`src/inc/osdc_map.svh`:
```
// Register offsets, field positions, reset values and timing counts for output sync control
// ----------------------------------------------------------------------------
// Overview of operation
// (RULE_01) Post-divider code 0/1 divides by 3, up to code 9 by 11; reset 6.
// (RULE_02) Software writes only post-divider codes 0 to 9; others undefined.
// (RULE_03) Sync source bit: 0 direct sync path (reset), 1 active reference.
// (RULE_04) Auto sync: 00 off, 01 frequency lock, 10 phase lock, 11 reserved.
// (RULE_05) Override clear: sync stays disabled until analog loop calibrated and locked.
// (RULE_06) After calibration and lock, sync is armed and follows source and auto mode.
// (RULE_07) Override set: analog loop lock ignored; settings control sync regardless.
// (RULE_08) Mask bit 1 releases channel B divider from static sync state.
// (RULE_09) Masked channel B divider ignores all sync events and keeps dividing.
// (RULE_10) Mask bit 0 releases channel A divider from static sync state.
// (RULE_11) Masked channel A divider ignores all sync events and keeps dividing.
// (RULE_12) Mask bits never enable output drivers; format controls do that.
// (RULE_13) Channel A format: 000 off, 001 HSTL reset, 010 LVDS, 100 CMOS both.
// (RULE_14) Format 101 CMOS positive pin only; 110 CMOS negative pin only.
// (RULE_15) Channel A polarity field sits at format register bits 3 to 2.
// (RULE_16) Polarity codes: 00 P/N, 01 P/P, 10 N/P, 11 N/N.
// (RULE_17) Sync holds unmasked dividers, then releases them together, phase aligned.
// ----------------------------------------------------------------------------
`ifndef OSDC_MAP_SVH
`define OSDC_MAP_SVH
`define OSDC_ADDR_POST_DIV 12'h424
`define OSDC_ADDR_SYNC_SRC 12'h425
`define OSDC_ADDR_GATE_MASK 12'h426
`define OSDC_ADDR_FMT_A 12'h427
`define OSDC_RST_POST_DIV 4'h4
`define OSDC_RST_SYNC_SRC 3'h0
`define OSDC_RST_GATE_MASK 3'h0
`define OSDC_RST_FMT_A 3'h1
`define OSDC_RST_POL_A 2'h0
`define OSDC_BIT_SRC 2
`define OSDC_BIT_OVERRIDE 2
`define OSDC_BIT_MASK_B 1
`define OSDC_BIT_MASK_A 0
`define OSDC_FMT_LSB 4
`define OSDC_POL_LSB 2
`define OSDC_SYNC_HOLD_CYCLES 4'h4
`endif

```
`src/inc/osdc_pkg.sv`:
```
// Types for the output sync and distribution control block
package osdc_pkg;
  typedef enum logic [1:0] {
    OSDC_AUTO_OFF = 2'b00,
    OSDC_AUTO_FREQ = 2'b01,
    OSDC_AUTO_PHASE = 2'b10,
    OSDC_AUTO_RSVD = 2'b11
  } osdc_auto_t;
  typedef enum logic [2:0] {
    OSDC_FMT_OFF = 3'b000,
    OSDC_FMT_HSTL = 3'b001,
    OSDC_FMT_LVDS = 3'b010,
    OSDC_FMT_RSV3 = 3'b011,
    OSDC_FMT_CMOS = 3'b100,
    OSDC_FMT_CMOSP = 3'b101,
    OSDC_FMT_CMOSN = 3'b110,
    OSDC_FMT_RSV7 = 3'b111
  } osdc_fmt_t;
  typedef enum logic [1:0] {
    OSDC_ST_IDLE = 2'b00,
    OSDC_ST_HOLD = 2'b01,
    OSDC_ST_RELEASE = 2'b10
  } osdc_state_t;
endpackage : osdc_pkg

```
`src/hw/osdc_ctrl.sv`:
```
// Output sync distribution control: registers, sync gating, dividers, channel A format
//
// Decided for this implementation: the Avalon-MM interface to the registers.
`timescale 1ns/100ps
`include "osdc_map.svh"
module osdc_ctrl #(
  parameter int CH_DIV = 4 // Channel divide ratio after the post divider
) (
  input wire logic CLOCK, // Block clock, 10 MHz
  input wire logic RSTN, // Asynchronous reset, active low
  input wire logic CLK_EN, // Freezes all state while low
  input wire logic [11:0] AVS_ADDRESS, // Avalon byte address
  input wire logic AVS_READ, // Avalon read
  input wire logic AVS_WRITE, // Avalon write
  input wire logic [31:0] AVS_WRITEDATA, // Avalon write data
  input wire logic [3:0] AVS_BYTEENABLE, // Avalon byte enables
  output logic [31:0] AVS_READDATA, // Avalon read data
  output logic AVS_WAITREQUEST, // Avalon wait request
  input wire logic ANALOG_CAL_DONE, // Analog loop calibration done, async pin
  input wire logic ANALOG_LOCK, // Analog loop lock, async pin
  input wire logic DIGITAL_FREQ_LOCK, // Digital loop frequency lock, async
  input wire logic DIGITAL_PHASE_LOCK, // Digital loop phase lock, async
  input wire logic DIRECT_SYNC, // Direct sync request, async
  input wire logic REF_SYNC, // Sync event from active reference, async
  output logic POST_DIV_CLK, // Post divided clock enable pulse
  output logic CH_A_CLK, // Channel A divider output
  output logic CH_B_CLK, // Channel B divider output
  output logic SYNC_ARMED, // Sync function armed
  output logic CH_A_P_EN, // Channel A positive pin driver enable
  output logic CH_A_N_EN, // Channel A negative pin driver enable
  output logic CH_A_P_OUT, // Channel A positive pin level
  output logic CH_A_N_OUT, // Channel A negative pin level
  output osdc_pkg::osdc_fmt_t CH_A_MODE // Channel A driver mode
);
  import osdc_pkg::*;

  // ----------------------------------------------------------------------------
  // Registers
  // ----------------------------------------------------------------------------
  logic [3:0] post_div_reg;
  logic sync_src_reg;
  osdc_auto_t auto_mode_reg;
  logic override_reg;
  logic mask_b_reg;
  logic mask_a_reg;
  osdc_fmt_t fmt_a_reg;
  logic [1:0] pol_a_reg;
  logic wr_lane0;
  logic [7:0] wd;
  logic rd_pending_reg;

  assign wd = AVS_WRITEDATA[7:0];
  assign wr_lane0 = CLK_EN && AVS_WRITE && AVS_BYTEENABLE[0];
  // Reads take one wait cycle so data come from flip-flops
  assign AVS_WAITREQUEST = AVS_READ && !rd_pending_reg;

  always_ff @(posedge CLOCK or negedge RSTN) begin
    if (!RSTN) begin
      post_div_reg <= `OSDC_RST_POST_DIV; // [RULE_01]
      sync_src_reg <= 1'b0; // [RULE_03]
      auto_mode_reg <= OSDC_AUTO_OFF; // [RULE_04]
      override_reg <= 1'b0;
      mask_b_reg <= 1'b0;
      mask_a_reg <= 1'b0;
      fmt_a_reg <= OSDC_FMT_HSTL; // [RULE_13]
      pol_a_reg <= `OSDC_RST_POL_A; // [RULE_16]
    end else if (wr_lane0) begin
      case (AVS_ADDRESS)
        `OSDC_ADDR_POST_DIV: begin
          post_div_reg <= wd[3:0];
        end
        `OSDC_ADDR_SYNC_SRC: begin
          sync_src_reg <= wd[`OSDC_BIT_SRC];
          auto_mode_reg <= osdc_auto_t'(wd[1:0]);
        end
        `OSDC_ADDR_GATE_MASK: begin
          override_reg <= wd[`OSDC_BIT_OVERRIDE];
          mask_b_reg <= wd[`OSDC_BIT_MASK_B]; // [RULE_08]
          mask_a_reg <= wd[`OSDC_BIT_MASK_A]; // [RULE_10]
        end
        `OSDC_ADDR_FMT_A: begin
          fmt_a_reg <= osdc_fmt_t'(wd[`OSDC_FMT_LSB +: 3]);
          pol_a_reg <= wd[`OSDC_POL_LSB +: 2]; // [RULE_15]
        end
        default: begin
        end
      endcase
    end
  end

  always_ff @(posedge CLOCK or negedge RSTN) begin
    if (!RSTN) begin
      rd_pending_reg <= 1'b0;
      AVS_READDATA <= 32'h0;
    end else if (CLK_EN) begin
      rd_pending_reg <= AVS_READ && !rd_pending_reg;
      if (AVS_READ && !rd_pending_reg) begin
        case (AVS_ADDRESS)
          `OSDC_ADDR_POST_DIV: AVS_READDATA <= {28'h0, post_div_reg};
          `OSDC_ADDR_SYNC_SRC: AVS_READDATA <= {29'h0, sync_src_reg, auto_mode_reg};
          `OSDC_ADDR_GATE_MASK: AVS_READDATA <= {28'h0, SYNC_ARMED, override_reg, mask_b_reg,
                                                 mask_a_reg};
          `OSDC_ADDR_FMT_A: AVS_READDATA <= {25'h0, fmt_a_reg, pol_a_reg, 2'b00};
          default: AVS_READDATA <= 32'h0;
        endcase
      end
    end
  end

  // ----------------------------------------------------------------------------
  // Pin synchronisers
  // ----------------------------------------------------------------------------
  localparam int NSYNC = 6;
  logic [NSYNC-1:0] pins;
  logic [NSYNC-1:0] s1_reg;
  logic [NSYNC-1:0] s2_reg;
  logic [NSYNC-1:0] s3_reg;
  logic [NSYNC-1:0] clean_reg;
  assign pins = {REF_SYNC, DIRECT_SYNC, DIGITAL_PHASE_LOCK, DIGITAL_FREQ_LOCK, ANALOG_LOCK,
                 ANALOG_CAL_DONE};

  always_ff @(posedge CLOCK or negedge RSTN) begin
    if (!RSTN) begin
      s1_reg <= '0;
      s2_reg <= '0;
      s3_reg <= '0;
      clean_reg <= '0;
    end else if (CLK_EN) begin
      s1_reg <= pins;
      s2_reg <= s1_reg;
      s3_reg <= s2_reg;
      // Accept a change only once stages two and three agree
      for (int i = 0; i < NSYNC; i++) begin
        if (s2_reg[i] == s3_reg[i]) begin
          clean_reg[i] <= s3_reg[i];
        end
      end
    end
  end

  // ----------------------------------------------------------------------------
  // Sync qualification
  // ----------------------------------------------------------------------------
  logic [NSYNC-1:0] prev_reg;
  logic [NSYNC-1:0] rise;
  logic manual_evt;
  logic auto_evt;
  logic sync_evt;
  always_ff @(posedge CLOCK or negedge RSTN) begin
    if (!RSTN) begin
      prev_reg <= '0;
    end else if (CLK_EN) begin
      prev_reg <= clean_reg;
    end
  end
  assign rise = clean_reg & ~prev_reg;

  // Armed only after calibration and lock, unless overridden
  assign SYNC_ARMED = override_reg || (clean_reg[0] && clean_reg[1]); // [RULE_05] [RULE_07]
  assign manual_evt = sync_src_reg ? rise[5] : rise[4]; // [RULE_03]

  always_comb begin
    case (auto_mode_reg) // [RULE_04]
      OSDC_AUTO_FREQ: auto_evt = rise[2];
      OSDC_AUTO_PHASE: auto_evt = rise[3];
      default: auto_evt = 1'b0;
    endcase
  end
  assign sync_evt = SYNC_ARMED && (manual_evt || auto_evt); // [RULE_06]

  // ----------------------------------------------------------------------------
  // Sync sequencer: hold, then release together
  // ----------------------------------------------------------------------------
  osdc_state_t state_reg;
  logic [3:0] hold_cnt_reg;
  logic hold_a;
  logic hold_b;
  logic release_pulse;
  always_ff @(posedge CLOCK or negedge RSTN) begin
    if (!RSTN) begin
      state_reg <= OSDC_ST_IDLE;
      hold_cnt_reg <= 4'h0;
    end else if (CLK_EN) begin
      case (state_reg)
        OSDC_ST_IDLE: begin
          if (sync_evt) begin
            state_reg <= OSDC_ST_HOLD; // [RULE_17]
            hold_cnt_reg <= `OSDC_SYNC_HOLD_CYCLES;
          end
        end
        OSDC_ST_HOLD: begin
          if (hold_cnt_reg == 4'h1) begin
            state_reg <= OSDC_ST_RELEASE;
          end
          hold_cnt_reg <= hold_cnt_reg - 4'h1;
        end
        OSDC_ST_RELEASE: state_reg <= OSDC_ST_IDLE;
        default: state_reg <= OSDC_ST_IDLE;
      endcase
    end
  end
  assign release_pulse = (state_reg == OSDC_ST_RELEASE);
  // Masked channels never see the hold, so they keep running
  assign hold_a = (state_reg == OSDC_ST_HOLD) && !mask_a_reg; // [RULE_11]
  assign hold_b = (state_reg == OSDC_ST_HOLD) && !mask_b_reg; // [RULE_09]

  // ----------------------------------------------------------------------------
  // Post divider and channel dividers
  // ----------------------------------------------------------------------------
  logic [3:0] post_ratio;
  logic [3:0] post_cnt_reg;
  assign post_ratio = (post_div_reg < 4'h2) ? 4'h3 : (post_div_reg + 4'h2); // [RULE_01]

  always_ff @(posedge CLOCK or negedge RSTN) begin
    if (!RSTN) begin
      post_cnt_reg <= 4'h0;
      POST_DIV_CLK <= 1'b0;
    end else if (CLK_EN) begin
      POST_DIV_CLK <= (post_cnt_reg == 4'h0);
      post_cnt_reg <= (post_cnt_reg >= post_ratio - 4'h1) ? 4'h0 : post_cnt_reg + 4'h1;
    end
  end

  // Divider is still until released; mask clear alone keeps it parked.
  logic [7:0] cnt_a_reg;
  logic [7:0] cnt_b_reg;
  logic run_a_reg;
  logic run_b_reg;
  localparam logic [7:0] CH_LAST = 8'(CH_DIV - 1);

  always_ff @(posedge CLOCK or negedge RSTN) begin
    if (!RSTN) begin
      run_a_reg <= 1'b0;
      cnt_a_reg <= 8'h0;
      CH_A_CLK <= 1'b0;
    end else if (CLK_EN) begin
      if (hold_a) begin
        run_a_reg <= 1'b0;
        cnt_a_reg <= 8'h0;
        CH_A_CLK <= 1'b0;
      end else begin
        if (mask_a_reg || release_pulse) begin
          run_a_reg <= 1'b1; // [RULE_10] [RULE_17]
        end
        if (run_a_reg && POST_DIV_CLK) begin
          cnt_a_reg <= (cnt_a_reg >= CH_LAST) ? 8'h0 : cnt_a_reg + 8'h1;
          CH_A_CLK <= (cnt_a_reg < 8'(CH_DIV / 2));
        end
      end
    end
  end

  always_ff @(posedge CLOCK or negedge RSTN) begin
    if (!RSTN) begin
      run_b_reg <= 1'b0;
      cnt_b_reg <= 8'h0;
      CH_B_CLK <= 1'b0;
    end else if (CLK_EN) begin
      if (hold_b) begin
        run_b_reg <= 1'b0;
        cnt_b_reg <= 8'h0;
        CH_B_CLK <= 1'b0;
      end else begin
        if (mask_b_reg || release_pulse) begin
          run_b_reg <= 1'b1; // [RULE_08] [RULE_17]
        end
        if (run_b_reg && POST_DIV_CLK) begin
          cnt_b_reg <= (cnt_b_reg >= CH_LAST) ? 8'h0 : cnt_b_reg + 8'h1;
          CH_B_CLK <= (cnt_b_reg < 8'(CH_DIV / 2));
        end
      end
    end
  end

  // ----------------------------------------------------------------------------
  // Channel A driver format and polarity
  // ----------------------------------------------------------------------------
  // Enables depend only on format, never on the sync masks
  always_comb begin
    CH_A_MODE = fmt_a_reg;
    case (fmt_a_reg) // [RULE_12] [RULE_13] [RULE_14]
      OSDC_FMT_HSTL, OSDC_FMT_LVDS, OSDC_FMT_CMOS: begin
        CH_A_P_EN = 1'b1;
        CH_A_N_EN = 1'b1;
      end
      OSDC_FMT_CMOSP: begin
        CH_A_P_EN = 1'b1;
        CH_A_N_EN = 1'b0;
      end
      OSDC_FMT_CMOSN: begin
        CH_A_P_EN = 1'b0;
        CH_A_N_EN = 1'b1;
      end
      default: begin
        CH_A_P_EN = 1'b0;
        CH_A_N_EN = 1'b0;
      end
    endcase
  end
  // High bit inverts P; N is inverted when both bits match: 00 P/N, 01 P/P, 10 N/P, 11 N/N
  assign CH_A_P_OUT = CH_A_P_EN && (CH_A_CLK ^ pol_a_reg[1]); // [RULE_16]
  assign CH_A_N_OUT = CH_A_N_EN && (CH_A_CLK ^ (pol_a_reg[1] ~^ pol_a_reg[0])); // [RULE_16]
endmodule // osdc_ctrl

```
`config.mk`:
```
export PLATFORM = sky130hd
export DESIGN_NAME = osdc_ctrl
export DESIGN_NICKNAME = d
export VERILOG_FILES = /design/src/inc/osdc_pkg.sv /design/src/hw/osdc_ctrl.sv
export VERILOG_INCLUDE_DIRS = /design/src /design/src/inc
export SDC_FILE = /design/constraint.sdc
export NUM_CORES = 1
export LEC_CHECK = 0
export BUFFER_PORTS_ARGS = -buffer_cell sky130_fd_sc_hd__buf_2
export CAP_MARGIN = 20
export CORE_MARGIN = 2
export CORE_UTILIZATION = 48
export CTS_CLUSTER_DIAMETER = 120
export DETAILED_ROUTE_END_ITERATION = 7
export GPL_ROUTABILITY_DRIVEN = 0
export GPL_TIMING_DRIVEN = 0
export PLACE_DENSITY = 0.72
export REMOVE_ABC_BUFFERS = 1
export SLEW_MARGIN = 20
export SYNTH_ARGS = -nofsm -noshare
export SYNTH_HDL_FRONTEND = slang
export SYNTH_SLANG_ARGS = --single-unit
export TNS_END_PERCENT = 10
```
`constraint.sdc`:
```
create_clock -name CLOCK -period 2.4 [get_ports CLOCK]
set_input_delay 0.36 -clock CLOCK [delete_from_list [all_inputs] [get_ports CLOCK]]
set_output_delay 0.36 -clock CLOCK [all_outputs]
set_load 0.005 [all_outputs]
```
; After elaboration in Yosys (flattened, before gate mapping)
; Cells that the tools add are included.
[op_classes]
div_mod_pow = 0
n_eq_ne = 22
shifts = 0
mul = 0
n_bitwise = 5
n_reduce_logical = 44
add_sub_neg = 6
order_cmp = 6
mux = 26
[ops]
columns = op, count
row1 = 12-bit by 11-bit equality test with 1-bit output (second input constant), 4
row2 = 8-bit 2-to-1 mux, 6
row3 = 2-bit AND reduction, 15
row4 = 7-bit case mux with 4 select lines, 1
row5 = 8-bit by 1-bit adder with 8-bit output (second input constant), 2
row6 = 8-bit by 2-bit greater-or-equal comparator with 1-bit output (second input constant), 2
row7 = 8-bit by 2-bit < comparator with 1-bit output (second input constant), 2
row8 = 4-bit 2-to-1 mux, 3
row9 = 1-bit logical AND, 11
row10 = 1-bit 2-to-1 mux, 11
row11 = 2-bit nonzero test, 5
row12 = 3-bit equality test (second input constant), 3
row13 = 4-bit case mux with 2 select lines, 1
row14 = 4-bit OR reduction, 2
row15 = 4-bit by 1-bit subtractor with 4-bit output (second input constant), 2
row16 = 6-bit AND, 1
row17 = 1-bit equality test, 6
row18 = 6-bit inverter, 1
row19 = 3-bit AND reduction, 2
row20 = 4-bit by 1-bit adder with 4-bit output (second input constant), 1
row21 = 4-bit by 2-bit adder with 4-bit output (second input constant), 1
row22 = 2-bit by 1-bit equality test with 1-bit output (second input constant), 2
row23 = 2-bit equality test (second input constant), 2
row24 = 4-bit by 1-bit equality test with 1-bit output (second input constant), 1
row25 = 14 further kinds, 22
[word_totals]
in_bits = 59
elab_cells = 139
romBits = 0
mem_count = 0
latchBits = 0
reg_bits = 109
out_inout_bits = 44
mem_bits_rw = 0

; Logic depth before layout (Yosys ltp)
; Gate-level depths: netlist (run 1).
[depth]
depth_word = 7
mapped_depth = 9
depth_no_buf = 9

; Least setup slack after synthesis (run 1)
; OpenSTA, ideal clock, no wires.
[synth_timing]
path_type = reg2reg
from = register post_div_reg[2]
to = register post_cnt_reg[2]
n_path_buf = 0
stages_incl_launch_ff = 10
arrival_time_ns = 2.381
setup_time_ns = 0.116
setup_slack_ns = -0.097
period_less_slack_ns = 2.497
required_ns = 2.284
path_cell_list = dfstp_2 ha_1 nor2_1 mux2_2 o22ai_1 a31oi_1 ha_1 a2111oi_2 nor2_1 o311ai_0
[synth_between]
elab_chain_len = 5
elab_cells_between_ends = 6
cone_classes = add/sub: 2 / order compare: 2 / mux: 2
[synth_rtl]
columns = item, line
row1 = start: declaration, osdc_ctrl.sv:40  ; logic [3:0] post_div_reg;
row2 = start signal: assignment, osdc_ctrl.sv:59  ; post_div_reg <= `OSDC_RST_POST_DIV;
row3 = start signal: assignment, osdc_ctrl.sv:70  ; post_div_reg <= wd[3:0];
row4 = 4-bit by 2-bit adder with 4-bit output or 4-bit by 2-bit < comparator with 1-bit output (tied branches), osdc_ctrl.sv:212  ; assign post_ratio = (post_div_reg < 4'h2) ? 4'h3 : (post_div_reg + 4'h2);
row5 = 4-bit 2-to-1 mux (*), osdc_ctrl.sv:212
row6 = 4-bit by 1-bit subtractor with 4-bit output (*), osdc_ctrl.sv:220  ; post_cnt_reg <= (post_cnt_reg >= post_ratio - 4'h1) ? 4'h0 : post_cnt_reg + 4'h1;
row7 = 4-bit greater-or-equal comparator (*), osdc_ctrl.sv:220
row8 = 4-bit 2-to-1 mux (*), osdc_ctrl.sv:220
row9 = end signal: assignment, osdc_ctrl.sv:220
row10 = end: declaration, osdc_ctrl.sv:211  ; logic [3:0] post_cnt_reg;
; Mark *: on every way between the ends. The rest lies on a longest branch, timed or not.
; A chain may end at the register's enable or synchronous reset.

; Worst setup path in the final report (run 1)
; Ends and elaborated chain as after synthesis.

==> out/results.ini, run 1 <==
[run_status]
status = finished clean

[hold_path]
hp-class = input port to flop
min-delay-start = ANALOG_CAL_DONE
hold_end = s1_reg[0]
timing.hold.worst_path_depth = 2

[clock_network]
h-tree-depth = 3
clk_pin_slew_ps = 80
cts_tree = yes
clock_latency_ps = 340
clockBufferDepth = 2
numClockSinks = 82
numCtsBuffers = 9
root_buffer = clkbuf_8

[finish]
diodes = 0
layout_commonest_cell = dfrtp_1
postLayoutCellArea_um2 = 4700
area_growth_pct = 12.7
regArea_um2 = 2060
layout_common_cells = 79 x dfrtp_1, 48 x buf_2, 41 x nand2_1
multiInputGateArea_um2 = 1950
finalNonFillerCells = 549
postLayoutCoreUtil = 0.566
fillers = 720
nets = 513
drive_above_1_share = 0.275

[drt]
vias = 2902
route.detailed.drc = 0
drt_iter0_markers = 109
ant_nets = 0
wl_per_cell_um = 13.8
drtPass1Iterations = 4
avgViaCountPerCell = 5.29
routed_wl_um = 7570

[grt]
grt.overflow.total = 0
antenna_found_initial = 0
grt_pass1_vias = 2884
grt_max_degree = 58
grt.total_usage = 0.169
grt_pass1_wl_um = 13400

[timing]
max_freq_mhz = 418
slew_headroom = 0.316
worst_pin_slew_ps = 1030
grt_setup_unrepaired = true
hold_viol = 0
period_needed_ps = 2390
min_period_over_period = 0.997
layout_setup_ws_ps = 6.29
slew_violations = 0
setup_viol = 0
fin_skew_ps = 8.67

[floorplan]
die_x_um = 97.2
core_region_area_um2 = 8300
start_util = 0.502
io-pin-count = 103
die_y_um = 97.2
row_count = 33
die_area_um2 = 9440

[critical_path]
r2r_end = post_cnt_reg[2]
crit_path_top_delay_cell = dfstp_2
end_kind = flop
max_stage_delay_ps = 600
path_max_fanout = 5
arrival_ps = 2640
cp_top_family = compound AO/OA/AOI/OAI gates
required_ps = 2650
critPathBufInv = 0
crit_chain = ha_4 -> nor2_4 -> mux2_4 -> o22ai_2 -> a31oi_1 -> ha_2 -> a2111oi_4 -> nor2_2 -> o311ai_1
start_kind = flop
worstSetupPathType = flop to flop
rrSetupSlack_ps = 6
cp-startpoint = post_div_reg[2]
r2r_cells = 9
reg2reg_from = post_div_reg[2]

[yosys]
synth_top_area_share = 0.480
yosys_warnings = 0
yosysTopAreaCell = dfrtp_1
synth_edf_count = 0
synth.distinct_cells = 53
syn_area_per_cell_um2 = 10.7
synthArstFlopShare = 1.00
synthFlopType = dfrtp_1
synth_cells = 389
yosysSeqAreaShare = 0.493
synth_area_um2 = 4170
synth_area_leaders = dfrtp_1 48%, mux2_2 8.6%, buf_4 4.5%
yosys_register_bits = 82

[power_and_ir_drop]
p_leak_nw = 2.29
combinationalPowerShare = 0.254
clockPowerShare = 0.257
power.density_nw_per_um2 = 793
power.switching_mw = 1.16
pwr-share-seq = 0.489
irDropWorstVdd_mv = 0.527
switching_share = 0.312
intPower_mw = 2.56

[placed_design]
preCtsSetupSlack_ps = -311
dp_cells = 531
place_area_um2 = 4430
port_buffers = 49
place_hpwl_um = 5380

[job]
max_cap_viol_count = 0

## cell usage after synthesis (3+ instances only)
cell,number
nand2_1,41
nor2b_1,10
xnor2_1,3
nand2b_1,5
nor2_1,15
dfrtp_1,80
ha_1,14
nor3_1,5
o31ai_1,5
inv_1,21
buf_2,3
a21oi_1,11
and3_1,3
buf_4,25
o22ai_1,3
o21ai_0,32
o22a_1,5
nand3_1,10
xor2_1,3
clkbuf_1,8
mux2_2,32
nor4b_4,3
and2_1,11
a31oi_1,5
## power groups by stage
stage,logic (mW),registers [mW],clock network [mW]
detailed placement,0.869,1.84,0
finish,0.945,1.82,0.957
CTS,0.913,1.82,0.985
global placement,0.818,1.83,0
global route,1.08,1.85,1.05
floorplan,0.626,1.79,0
## what timing repair did
action,in CTS,in global routing
pin swaps,1,8
resized for setup,8,5
setup endpoints to repair,4,4
setup buffers,0,2
hold buffers,1,0
endpoints found under the hold margin,33,0
## stage by stage
stage / power, mW / hold slack, ps / setup TNS, ps
after global placement: 2.65 / 456 / -649
final: 3.72 / 245 / 0
after floorplan: 2.41 / 64.4 / -97.2
after CTS: 3.72 / 236 / 0
after detailed placement: 2.71 / 341 / -805
after global routing: 3.99 / 233 / -430
## routing by layer
metal	global-route usage	up-vias	wire length (um)	share of wire
li1	-	1406	-	-
met5	0	-	0	0
met2	0.276	75	3610	0.48
met3	0.0403	5	415	0.055
met1	0.230	1416	3490	0.46
met4	0.0423	0	55	0.0073
## how the worst max path moves through the flow
stage	end	slack, ps	cells past startpoint
CTS	post_cnt_reg[2]	2	9
finish	post_cnt_reg[2]	6	9
detailed placement	post_cnt_reg[2]	-310	9
global route	post_cnt_reg[2]	-140	9
floorplan	post_cnt_reg[2]	-100	9
global placement	post_cnt_reg[2]	-260	9
## area by class of cell
cell class,instances,area share
Clock inverter,3,0.00852
Sequential cell,82,0.438
Clock buffer,12,0.0309
Multi-Input combinational cell,273,0.414
Inverter,21,0.0168
Tap cell,105,0.0280
Timing Repair Buffer,53,0.0639
## cells by family after synthesis
group | count (synthesis) | share of synthesized area
DFF | 82 | 0.493
AOI/OAI and AO/OA | 76 | 0.116
xor gates and xnor gates | 6 | 0.0126
buffers and inverters | 58 | 0.0757
muxes | 35 | 0.0967
other | 1 | 0.000900
adders and majority gates | 14 | 0.0420
and+or+nand+nor | 117 | 0.164
Note: power is estimated with default switching activity, not from simulation.
==> inputs of run 2 (changes only) <==
--- a/config.mk
+++ b/config.mk
@@ -13,7 +13,6 @@
 export CTS_CLUSTER_DIAMETER = 120
 export DETAILED_ROUTE_END_ITERATION = 7
 export GPL_ROUTABILITY_DRIVEN = 0
-export GPL_TIMING_DRIVEN = 0
 export PLACE_DENSITY = 0.72
 export REMOVE_ABC_BUFFERS = 1
 export SLEW_MARGIN = 20
==> constraint.sdc (replaced) <==
create_clock -name CLOCK -period 2.4 [get_ports CLOCK]
set_input_delay 0.48 -clock CLOCK [delete_from_list [all_inputs] [get_ports CLOCK]]
set_output_delay 0.48 -clock CLOCK [all_outputs]
set_load 0.005 [all_outputs]
==> out/results.ini, run 2 (synthesized netlist as in run 1, its figures left out) <==
[grt]
grt_pass1_vias = 3012
met3_usage = 0.0489
grt_util_met2 = 0.294
antenna_found_initial = 0
grt-busiest-layer = met2
grt.total_usage = 0.176
grt_max_degree = 45
grtUsageMet1 = 0.224
grt_pass1_wl_um = 13700
grt.overflow.total = 0

[critical_path]
reg2reg_from = post_div_reg[2]
path_max_fanout = 3
r2r_end = post_cnt_reg[2]
rrSetupSlack_ps = 20
required_ps = 2650
arrival_ps = 2630
cp-startpoint = post_div_reg[2]
worstSetupPathType = flop to flop
crit_end = post_cnt_reg[2]
start_kind = flop
r2r_cells = 9
end_kind = flop

[clock_network]
cts_tree = yes
cts_hold_buf = 0
h-tree-depth = 3
clk_pin_slew_ps = 80
root_buffer = clkbuf_8
clockBufferDepth = 2
clock_latency_ps = 350
numCtsBuffers = 9
numClockSinks = 82

[drt]
route.detailed.drc = 0
routed_wl_um = 7830
vias = 2951
drt_iter0_markers = 132
ant_nets = 0
avgViaCountPerCell = 5.26
drtPass1Iterations = 4
wl_per_cell_um = 14.0

[finish]
nets = 524
drive_above_1_share = 0.300
diodes = 0
layout_common_cells = 80 x dfrtp_1, 48 x buf_2, 41 x nand2_1
layout_commonest_cell = dfrtp_1
postLayoutCellArea_um2 = 4790
fillers = 692
area_growth_pct = 14.9

[floorplan]
io-pin-count = 103
die_x_um = 97.2
die_area_um2 = 9440
core_region_area_um2 = 8300
row_count = 33
die_y_um = 97.2
start_util = 0.502

[timing]
slew_violations = 0
setup_viol = 0
hold_viol = 0
grt_setup_unrepaired = true
fin_skew_ps = 5.48
max_freq_mhz = 420
fin_setup_tns_ps = 0
period_needed_ps = 2380
holdWs_ps = 89.5
worst_pin_slew_ps = 990
min_period_over_period = 0.993
slew_headroom = 0.333

[power_and_ir_drop]
p_leak_nw = 2.33
irDropWorstVdd_mv = 0.427
power.density_nw_per_um2 = 775
finalPower_mw = 3.71

[placed_design]
place_area_um2 = 4500
port_buffers = 49
place_hpwl_um = 5580

[run_status]
status = finished clean

[hold_path]
hp-class = input port to asynchronous set/reset pin

[job]
max_cap_viol_count = 0

run 2: worst min path at each step:
stage,from,endpoint,slack (ps),cells after the start
floorplan,RSTN,AVS_READDATA[0],180,0
global placement,AVS_READDATA[2],AVS_READDATA[2],460,2
detailed placement,AVS_READDATA[2],AVS_READDATA[2],460,2
CTS,RSTN,cnt_b_reg[3],100,1
global route,RSTN,cnt_b_reg[3],120,1
finish,RSTN,cnt_b_reg[3],90,1
run 2: final cells by class:
type / count / area [um2] / area share
Clock buffer: 12 / 145 / 0.0303
Clock inverter: 4 / 27.5 / 0.00575
Inverter: 21 / 78.8 / 0.0165
Multi-Input combinational cell: 273 / 1970 / 0.412
Sequential cell: 82 / 2050 / 0.429
Tap cell: 105 / 131 / 0.0274
Timing Repair Buffer: 64 / 380 / 0.0794
run 2: layer usage:
layer  part of all wire  routed length, um
met5                  0                  0
met2               0.48               3790
met4              0.012                 93
met3              0.059                462
met1               0.45               3490
run 2: repair_timing:
| action | CTS | global route |
|---|---|---|
| setup buffers | 1 | 3 |
| setup endpoints to repair | 4 | 4 |
| cloned | 0 | 0 |
| endpoints found under the hold margin | 0 | 0 |
| resized for setup | 8 | 10 |
| pin swaps | 5 | 13 |
run 2: power by group:
group	switching [mW]	total, mW	internal (mW)
clock network	0.476	0.879	0.403
registers	0.213	1.83	1.61
logic	0.522	1.01	0.488
run 2: worst max-delay path: stages, from the launching register on:
cell and delay [ps]:
dfstp_2 550, ha_4 210, nor2_4 140, mux2_4 320, o22ai_2 100, a31oi_1 60
ha_2 210, a2111oi_4 340, nor2_2 80, o311ai_1 280
run 2: per-stage QoR:
stage	instances	utilization	setup WS, ps
after floorplan	376	-	-97.2
after global placement	541	0.542	-134
after detailed placement	541	0.542	-245
after CTS	558	0.567	1.98
after global routing	561	0.577	-102
final	561	0.577	16.6
